`src/design/cpsf_pkg.sv`:
```
// Constants for the communication port control and status flag bank
// Contract
// - In computer link mode each reply waits programmed value times ten milliseconds.
// - Raw character mode uses eight-bit changeable trailing code, reset value 0D hex.
// - Two-wire flag set in raw character mode selects two-wire port operation.
// - Field interface ok flag is on while field mode communication is normal.
// - Setting field startup request on starts field interface mode operation.
// - Field connected flag comes on once field connection completes normally.
// - Setting-select flag off uses defaults, on uses user settings in field mode.
// - Partner-run flag is on while data link partner reports run mode.
// - Data link ok flag is on while data link communication is normal.
// - Setting raw mode reset request on resets raw character mode operation.
// - 128 scan-ok bits, bit n on while link word n transfers normally.
package cpsf_pkg;
    localparam logic [7:0]  CPSF_OFS_DELAY   = 8'h00;
    localparam logic [7:0]  CPSF_OFS_FLAGS   = 8'h04;
    localparam logic [7:0]  CPSF_OFS_SCAN0   = 8'h10;
    localparam logic [7:0]  CPSF_OFS_SCAN7   = 8'h2C;
    localparam logic [7:0]  CPSF_OFS_IRQ_ST  = 8'h30;
    localparam logic [7:0]  CPSF_OFS_IRQ_MSK = 8'h34;
    localparam logic [7:0]  CPSF_OFS_MODE    = 8'h38;
    // Flag word bit positions
    localparam int          CPSF_B_TWO_WIRE  = 8;
    localparam int          CPSF_B_FLD_OK    = 9;
    localparam int          CPSF_B_FLD_START = 10;
    localparam int          CPSF_B_FLD_CONN  = 11;
    localparam int          CPSF_B_FLD_SET   = 12;
    localparam int          CPSF_B_PART_RUN  = 13;
    localparam int          CPSF_B_DL_OK     = 14;
    localparam int          CPSF_B_RAW_RST   = 15;
    localparam logic [7:0]  CPSF_TRAIL_RST   = 8'h0D;
    localparam logic [15:0] CPSF_DELAY_RST   = 16'h0000;
    localparam logic [15:0] CPSF_DELAY_MAX   = 16'h001E;
    // Delay unit of ten milliseconds at 200 MHz
    localparam int          CPSF_CLK_MHZ     = 200;
    localparam int          CPSF_UNIT_MS     = 10;
    localparam int          CPSF_UNIT_CYC    = CPSF_UNIT_MS * 1000 * CPSF_CLK_MHZ;
    localparam int          CPSF_WORDS       = 128;
    typedef enum logic [1:0] {
        CPSF_MODE_COMPUTER = 2'b00,
        CPSF_MODE_RAW      = 2'b01,
        CPSF_MODE_FIELD    = 2'b10,
        CPSF_MODE_DATALINK = 2'b11
    } cpsf_mode_t;
    typedef enum logic [1:0] {
        CPSF_RP_IDLE = 2'b00,
        CPSF_RP_WAIT = 2'b01,
        CPSF_RP_SEND = 2'b10
    } cpsf_reply_t;
endpackage : cpsf_pkg

```
`src/design/cpsf_top.sv`:
```
// Communication port flag bank with AXI4-Lite slave and reply delay timer
`timescale 1ns/1ps
module cpsf_top #(
    parameter int UNIT_CYC = cpsf_pkg::CPSF_UNIT_CYC
) (
    // Clock and reset
    input  wire logic        clock,
    input  wire logic        rst,
    // AXI4-Lite write
    input  wire logic [7:0]  s_axi_awaddr,
    input  wire logic        s_axi_awvalid,
    output logic             s_axi_awready,
    input  wire logic [31:0] s_axi_wdata,
    input  wire logic [3:0]  s_axi_wstrb,
    input  wire logic        s_axi_wvalid,
    output logic             s_axi_wready,
    output logic [1:0]       s_axi_bresp,
    output logic             s_axi_bvalid,
    input  wire logic        s_axi_bready,
    // AXI4-Lite read
    input  wire logic [7:0]  s_axi_araddr,
    input  wire logic        s_axi_arvalid,
    output logic             s_axi_arready,
    output logic [31:0]      s_axi_rdata,
    output logic [1:0]       s_axi_rresp,
    output logic             s_axi_rvalid,
    input  wire logic        s_axi_rready,
    // Port engine status
    input  wire logic        field_comm_ok,
    input  wire logic        field_connected,
    input  wire logic        partner_run_flag,
    input  wire logic        data_link_ok,
    // Link word transfer results
    input  wire logic        scan_done,
    input  wire logic [6:0]  scan_word,
    input  wire logic        scan_good,
    // Reply request from port engine
    input  wire logic        reply_req,
    output logic             reply_go,
    // Port controls
    output logic [7:0]       trail_code,
    output logic             two_wire_en,
    output logic             field_start,
    output logic             field_user_set,
    output logic             raw_reset,
    output logic [1:0]       port_mode,
    output logic             irq
);
    logic [15:0]  delay_ff;
    logic [7:0]   trail_ff;
    logic         two_wire_ff, fld_start_ff, fld_set_ff, raw_rst_ff;
    logic [1:0]   mode_ff;
    logic [127:0] scan_ff;
    logic [3:0]   st_ff, msk_ff;
    logic [2:0]   prev_ff;
    logic         aw_got_ff, w_got_ff;
    logic [7:0]   awaddr_ff;
    logic [31:0]  wdata_ff;
    logic [3:0]   wstrb_ff;
    cpsf_pkg::cpsf_reply_t rp_ff;
    logic [31:0]  cyc_ff;
    logic [15:0]  units_ff;
    logic         reply_go_ff, irq_ff;

    function automatic logic is_scan(input logic [7:0] a);
        is_scan = a >= cpsf_pkg::CPSF_OFS_SCAN0 && a <= cpsf_pkg::CPSF_OFS_SCAN7 && a[1:0] == 2'b00;
    endfunction : is_scan

    function automatic logic [15:0] flag_word();
        logic [15:0] f;
        f = {8'h00, trail_ff};
        f[cpsf_pkg::CPSF_B_TWO_WIRE]  = two_wire_ff;
        f[cpsf_pkg::CPSF_B_FLD_OK]    = field_comm_ok;
        f[cpsf_pkg::CPSF_B_FLD_START] = fld_start_ff;
        f[cpsf_pkg::CPSF_B_FLD_CONN]  = field_connected;
        f[cpsf_pkg::CPSF_B_FLD_SET]   = fld_set_ff;
        f[cpsf_pkg::CPSF_B_PART_RUN]  = partner_run_flag;
        f[cpsf_pkg::CPSF_B_DL_OK]     = data_link_ok;
        f[cpsf_pkg::CPSF_B_RAW_RST]   = raw_rst_ff;
        flag_word = f;
    endfunction : flag_word

    // Write channel: address and data taken in either order
    logic wr_fire;
    assign wr_fire = aw_got_ff && w_got_ff && !s_axi_bvalid;
    always_ff @(posedge clock) begin
        if (rst) begin
            aw_got_ff     <= 1'b0;
            w_got_ff      <= 1'b0;
            awaddr_ff     <= 8'h00;
            wdata_ff      <= 32'h0000_0000;
            wstrb_ff      <= 4'h0;
            s_axi_awready <= 1'b0;
            s_axi_wready  <= 1'b0;
            s_axi_bvalid  <= 1'b0;
            s_axi_bresp   <= 2'b00;
        end else begin
            s_axi_awready <= !aw_got_ff && !s_axi_awready && s_axi_awvalid;
            s_axi_wready  <= !w_got_ff && !s_axi_wready && s_axi_wvalid;
            if (s_axi_awvalid && s_axi_awready) begin
                aw_got_ff <= 1'b1;
                awaddr_ff <= s_axi_awaddr;
            end
            if (s_axi_wvalid && s_axi_wready) begin
                w_got_ff <= 1'b1;
                wdata_ff <= s_axi_wdata;
                wstrb_ff <= s_axi_wstrb;
            end
            if (wr_fire) begin
                aw_got_ff    <= 1'b0;
                w_got_ff     <= 1'b0;
                s_axi_bvalid <= 1'b1;
                s_axi_bresp  <= (awaddr_ff == cpsf_pkg::CPSF_OFS_DELAY || awaddr_ff == cpsf_pkg::CPSF_OFS_FLAGS
                                 || awaddr_ff == cpsf_pkg::CPSF_OFS_IRQ_MSK || awaddr_ff == cpsf_pkg::CPSF_OFS_MODE
                                 || awaddr_ff == cpsf_pkg::CPSF_OFS_IRQ_ST || is_scan(awaddr_ff)) ? 2'b00 : 2'b10;
            end else if (s_axi_bvalid && s_axi_bready) begin
                s_axi_bvalid <= 1'b0;
            end
        end
    end

    // Writable control words; read-only words ignore writes
    always_ff @(posedge clock) begin
        if (rst) begin
            delay_ff     <= cpsf_pkg::CPSF_DELAY_RST;
            trail_ff     <= cpsf_pkg::CPSF_TRAIL_RST;
            two_wire_ff  <= 1'b0;
            fld_start_ff <= 1'b0;
            fld_set_ff   <= 1'b0;
            raw_rst_ff   <= 1'b0;
            mode_ff      <= cpsf_pkg::CPSF_MODE_COMPUTER;
            msk_ff       <= 4'h0;
        end else if (wr_fire) begin
            case (awaddr_ff)
                cpsf_pkg::CPSF_OFS_DELAY: begin
                    // Stored as written; the reply timer clamps values above 30, software should keep to 0..30
                    if (wstrb_ff[0])
                        delay_ff[7:0] <= wdata_ff[7:0];
                    if (wstrb_ff[1])
                        delay_ff[15:8] <= wdata_ff[15:8];
                end
                cpsf_pkg::CPSF_OFS_FLAGS: begin
                    if (wstrb_ff[0])
                        trail_ff <= wdata_ff[7:0];
                    if (wstrb_ff[1]) begin
                        two_wire_ff  <= wdata_ff[cpsf_pkg::CPSF_B_TWO_WIRE];
                        fld_start_ff <= wdata_ff[cpsf_pkg::CPSF_B_FLD_START];
                        fld_set_ff   <= wdata_ff[cpsf_pkg::CPSF_B_FLD_SET];
                        raw_rst_ff   <= wdata_ff[cpsf_pkg::CPSF_B_RAW_RST];
                    end
                end
                cpsf_pkg::CPSF_OFS_IRQ_MSK: begin
                    if (wstrb_ff[0])
                        msk_ff <= wdata_ff[3:0];
                end
                cpsf_pkg::CPSF_OFS_MODE: begin
                    if (wstrb_ff[0])
                        mode_ff <= wdata_ff[1:0];
                end
                default: begin
                end
            endcase
        end
    end

    // Read channel, one outstanding read; status read clears sticky bits
    logic rd_take, rd_st;
    assign rd_take = s_axi_arvalid && s_axi_arready;
    assign rd_st   = rd_take && s_axi_araddr == cpsf_pkg::CPSF_OFS_IRQ_ST;
    always_ff @(posedge clock) begin
        if (rst) begin
            s_axi_arready <= 1'b0;
            s_axi_rvalid  <= 1'b0;
            s_axi_rdata   <= 32'h0000_0000;
            s_axi_rresp   <= 2'b00;
        end else begin
            s_axi_arready <= !s_axi_arready && !s_axi_rvalid && s_axi_arvalid;
            if (rd_take) begin
                s_axi_rvalid <= 1'b1;
                s_axi_rresp  <= 2'b00;
                if (is_scan(s_axi_araddr))
                    s_axi_rdata <= {16'h0000, scan_ff[{s_axi_araddr[4:2] - 3'h4, 4'h0} +: 16]};
                else begin
                    case (s_axi_araddr)
                        cpsf_pkg::CPSF_OFS_DELAY:   s_axi_rdata <= {16'h0000, delay_ff};
                        cpsf_pkg::CPSF_OFS_FLAGS:   s_axi_rdata <= {16'h0000, flag_word()};
                        cpsf_pkg::CPSF_OFS_IRQ_ST:  s_axi_rdata <= {28'h0000000, st_ff};
                        cpsf_pkg::CPSF_OFS_IRQ_MSK: s_axi_rdata <= {28'h0000000, msk_ff};
                        cpsf_pkg::CPSF_OFS_MODE:    s_axi_rdata <= {30'h0, mode_ff};
                        default: begin
                            s_axi_rdata <= 32'h0000_0000;
                            s_axi_rresp <= 2'b10;
                        end
                    endcase
                end
            end else if (s_axi_rvalid && s_axi_rready) begin
                s_axi_rvalid <= 1'b0;
            end
        end
    end

    // Scan map follows every transfer result, good or not
    always_ff @(posedge clock) begin
        if (rst)
            scan_ff <= '0;
        else if (scan_done)
            scan_ff[scan_word] <= scan_good;
    end

    // Events: rises of field ok, field connected, data link ok, link word fault
    logic [3:0] ev;
    assign ev = {scan_done && !scan_good,
                 data_link_ok && !prev_ff[2],
                 field_connected && !prev_ff[1],
                 field_comm_ok && !prev_ff[0]};
    always_ff @(posedge clock) begin
        if (rst) begin
            st_ff   <= 4'h0;
            prev_ff <= 3'h0;
            irq_ff  <= 1'b0;
        end else begin
            prev_ff <= {data_link_ok, field_connected, field_comm_ok};
            // New event wins over the read clear
            st_ff   <= (rd_st ? 4'h0 : st_ff) | ev;
            irq_ff  <= |(((rd_st ? 4'h0 : st_ff) | ev) & msk_ff);
        end
    end

    // Reply timer; one ten-millisecond unit is 2000000 cycles, too many for 16 bits, hence the 32-bit cycle counter
    logic [15:0] dly_eff;
    assign dly_eff = (delay_ff > cpsf_pkg::CPSF_DELAY_MAX) ? cpsf_pkg::CPSF_DELAY_MAX : delay_ff;
    always_ff @(posedge clock) begin
        if (rst) begin
            rp_ff       <= cpsf_pkg::CPSF_RP_IDLE;
            cyc_ff      <= 32'h0000_0000;
            units_ff    <= 16'h0000;
            reply_go_ff <= 1'b0;
        end else begin
            reply_go_ff <= 1'b0;
            case (rp_ff)
                cpsf_pkg::CPSF_RP_IDLE: begin
                    if (reply_req) begin
                        cyc_ff   <= 32'h0000_0000;
                        units_ff <= dly_eff;
                        if (mode_ff == cpsf_pkg::CPSF_MODE_COMPUTER && dly_eff != 16'h0000)
                            rp_ff <= cpsf_pkg::CPSF_RP_WAIT;
                        else
                            rp_ff <= cpsf_pkg::CPSF_RP_SEND;
                    end
                end
                cpsf_pkg::CPSF_RP_WAIT: begin
                    if (cyc_ff == 32'(UNIT_CYC - 1)) begin
                        cyc_ff   <= 32'h0000_0000;
                        units_ff <= units_ff - 16'h0001;
                        if (units_ff == 16'h0001)
                            rp_ff <= cpsf_pkg::CPSF_RP_SEND;
                    end else begin
                        cyc_ff <= cyc_ff + 32'h0000_0001;
                    end
                end
                cpsf_pkg::CPSF_RP_SEND: begin
                    reply_go_ff <= 1'b1;
                    rp_ff       <= cpsf_pkg::CPSF_RP_IDLE;
                end
                default: rp_ff <= cpsf_pkg::CPSF_RP_IDLE;
            endcase
        end
    end

    // Port control outputs, each from a flop
    always_ff @(posedge clock) begin
        if (rst) begin
            trail_code     <= cpsf_pkg::CPSF_TRAIL_RST;
            two_wire_en    <= 1'b0;
            field_start    <= 1'b0;
            field_user_set <= 1'b0;
            raw_reset      <= 1'b0;
            port_mode      <= cpsf_pkg::CPSF_MODE_COMPUTER;
        end else begin
            trail_code     <= trail_ff;
            two_wire_en    <= two_wire_ff && mode_ff == cpsf_pkg::CPSF_MODE_RAW;
            field_start    <= fld_start_ff && mode_ff == cpsf_pkg::CPSF_MODE_FIELD;
            field_user_set <= fld_set_ff;
            raw_reset      <= raw_rst_ff && mode_ff == cpsf_pkg::CPSF_MODE_RAW;
            port_mode      <= mode_ff;
        end
    end
    assign reply_go = reply_go_ff;
    assign irq      = irq_ff;

    // Wait measured apart from the timer counters
    logic [31:0] wait_len_ff;
    logic [15:0] wait_dly_ff;
    always_ff @(posedge clock) begin
        if (rst || rp_ff != cpsf_pkg::CPSF_RP_WAIT)
            wait_len_ff <= 32'h0000_0001;
        else
            wait_len_ff <= wait_len_ff + 32'h0000_0001;
    end
    always_ff @(posedge clock) begin
        if (rst)
            wait_dly_ff <= 16'h0000;
        else if (rp_ff == cpsf_pkg::CPSF_RP_IDLE && reply_req)
            wait_dly_ff <= dly_eff;
    end
endmodule : cpsf_top

```
`config.mk`:
```
export PLATFORM = sky130hd
export DESIGN_NAME = cpsf_top
export DESIGN_NICKNAME = d
export VERILOG_FILES = /design/src/design/cpsf_pkg.sv /design/src/design/cpsf_top.sv
export SDC_FILE = /design/constraint.sdc
export NUM_CORES = 1
export LEC_CHECK = 0
export BUFFER_PORTS_ARGS = -buffer_cell sky130_fd_sc_hd__buf_4
export CAP_MARGIN = 20
export CORE_UTILIZATION = 50
export DETAILED_ROUTE_END_ITERATION = 7
export GPL_TIMING_DRIVEN = 0
export MAX_ROUTING_LAYER = met4
export PLACE_DENSITY = 0.69
export SKIP_CTS_REPAIR_TIMING = 1
export SYNTH_ARGS = -nofsm -noshare
export SYNTH_HDL_FRONTEND = slang
export SYNTH_SLANG_ARGS = --single-unit
```
`constraint.sdc`:
```
create_clock -name clock -period 6.93 [get_ports clock]
set_input_delay 1.7325 -clock clock [delete_from_list [all_inputs] [get_ports clock]]
set_output_delay 1.7325 -clock clock [all_outputs]
set_load 0.01 [all_outputs]
```
==> impl_metrics.toml <==
[run_status]
status = "finished, final reports clean"

[floorplan]
boundaryPins = 130
die_w_microns = 163.3
core_sq_um = 25330
initial_core_util_pct = 51.34
rows = 58
die-area_sq_um = 26660
die_height_microns = 163.3

[synth]
synth.distinct_cells = 69
ys_warn_count = 0
syn_inst = 1521
synth-edff-count = 0
async_flop_share_pct = 0
synth.area.top_cells = "dfxtp_1, a21oi_1, nand3_1"
avgSynthCellArea_sq_um = 8.549
synth_top_area_share_pct = 44.03
synth_ff_type = "dfxtp_1"
yosysSeqAreaShare_pct = 44.03
ys_seq_elements = 286
syn_area_sq_um = 13000
synth.largest_area_cell = "dfxtp_1"

[power_and_ir_drop]
power_density_nw_per_um2 = 248.7
leakagePower_nw = 5.506
ir_drop_mv = 0.2162

[routing]
num_vias = 12340
viasPerCell = 6.113
drt-pass1-iter-count = 7
finalWirelength_microns = 41860
wire_per_inst_microns = 20.75
dr.first_iter.drc_count = 1378
drtAntennaViolNets = 0
remaining_drc_errors = 0

[layout]
area.growth.synth_to_final_pct = 18.02
multi_input_area_sq_um = 6741
regArea_sq_um = 5725
drive_gt1_share_pct = 13.87
nets = 1739
num-fill-cells = 2235

[clocking]
h-tree-depth = 1
cts.clk_slew.worst_paths_ps = 70
numCtsBuffers = 30
clock_path_buffers = 3
clock_latency_ps = 570
cts_root_buffer = "clkbuf_16"
cts_tree = "done"
clock_sinks = 286

[sta]
min_period_ps = 3582
grt_setup_unrepaired = "false"
tns_ps = 0
worst_slack_ps = 3348
whs_ps = 455.0
fmax_mhz = 279.2
finClkSkew_ps = 21.24
min_period_over_period_pct = 51.69
tightest_slew_ps = 1169
slew_headroom_pct = 21.45
setup_viol = 0
maxSlewViolCount = 0
finalHoldViolCount = 0

[run]
cap_violations = 0

[setup_path]
worst_setup_path_end_kind = "flip-flop"
critPathRequiredTime_ps = 7430
path_class = "input port to flip-flop"
start_kind = "input port"
r2r_slack_ps = 4430
arrival_ps = 4080
cp_max_fo = 10

[placement]
dpl.hpwl_microns = 30500
port_buffers = 91
place.gp.congestion = 0.9779
post-place-ws_ps = 2878

[grt]
grt_util_all_layers_pct = 32.17
grt_overflow = 0
antenna_found_initial = 1
grt_pass1_vias = 11390
grt_pass1_wl_microns = 64200
grt_max_degree = 16

[min_path]
hold_path.class = "flip-flop to flip-flop"
==> worst max-delay path, cell delays in order <==
cell and delay [ps]:
buf_4 110, clkbuf_1 200, nor3b_1 610, and2_0 210, clkbuf_1 300, clkbuf_1 580, nand3_1 170, a21oi_1 160
==> cells by family after synthesis <==
| logic type | after synthesis | synth area share [%] |
|---|---|---|
| AO/OA/AOI/OAI | 395 | 16.75 |
| XOR/XNOR | 25 | 1.684 |
| adder cells (fa/ha/maj) | 3 | 0.2887 |
| buffers and inverters | 138 | 4.619 |
| flip-flops | 286 | 44.03 |
| multiplexers | 98 | 10.59 |
| other | 1 | 0.02884 |
| AND/OR/NAND/NOR | 575 | 22.01 |
==> layout make-up <==
| cell class | instances | share of cell area (%) |
|---|---|---|
| antenna | 1 | 0.01631 |
| buffer | 128 | 3.669 |
| clock buffer | 35 | 5.348 |
| clock inverter | 21 | 2.266 |
| inverter | 10 | 0.2446 |
| multi-input combinational | 1114 | 43.93 |
| sequential | 286 | 37.31 |
| tap | 330 | 2.690 |
| timing repair buffer | 93 | 4.533 |
==> final timing paths <==
check / from / endpoint / depth (start not counted)
max reg2reg: rp_ff[0] / cyc_ff[5] / 7
min reg2reg: wdata_ff[11] / wdata_ff[11] / 2
min: wdata_ff[11] / wdata_ff[11] / 2
max: scan_word[2] / scan_ff[98] / 8
==> metal layers <==
metal	vias to the layer above	track usage, %	routed length [microns]	share of wire (%)
met5	-	-	0	0
met4	0	15.34	1942	4.6
met3	131	4.647	3850	9.2
met2	613	49.29	18670	45
met1	5809	41.71	17400	42
li1	5783	-	-	-
==> through the flow <==
step                cells  util [%]  power, mW  cell area, sq um
floorplan            1538         -      1.864             13070
finish               2018     60.60      3.817             15350
detailed placement   1961     55.97      1.969             14180
global route         2018     60.60      3.928             15350
global placement     1959     55.92      1.966             14160
CTS                  2017     60.59      3.825             15340
==> state kept, by name, summed over array words and instances (netlist names), 2 cells and up <==
register     cells
st_ff            4
mode_ff          2
trail_ff         8
scan_ff        128
trail_code       8
port_mode        2
prev_ff          3
cyc_ff          32
delay_ff        16
awaddr_ff        8
msk_ff           4
rp_ff            2
wstrb_ff         2
units_ff        16
wdata_ff        16
s_axi_rdata     16
==> where the power goes <==
group	internal (mW)	switching (mW)
Clock	1.18	0.695
Sequential	1.66	0.0174
Combinational	0.0881	0.171
==> cells in the final DEF (no fill, tap or decap), types with 13 or more instances in the layout <==
master     count
dfxtp_1      286
a21oi_1      181
nand3_1      162
o21ai_0      146
nand2_1      135
buf_4        110
nor2_1       109
clkbuf_1      94
mux2i_1       51
clkbuf_16     31
mux4_2        30
nor3_1        26
nand4_1       21
nor2b_1       20
xnor2_1       19
conb_1        18
nor4_1        17
mux2_2        17
and3_1        13
a221oi_1      13
==> synthesized netlist by cell type (9+ instances only) <==
cell      number
o21ai_0      146
and3_1        13
clkbuf_1      93
nor3_1        26
mux4_2        30
nor2b_1       20
a21oi_1      181
nand3_1      162
buf_4         18
a221oi_1      13
a31oi_1       11
dfxtp_1      286
or4_1          9
nor2_1       109
xnor2_1       19
nand2_1      135
mux2_2        17
buf_1         10
nand4_1       21
mux2i_1       51
nor4_1        17
inv_1         10
Power figures use the tool's default switching activity.
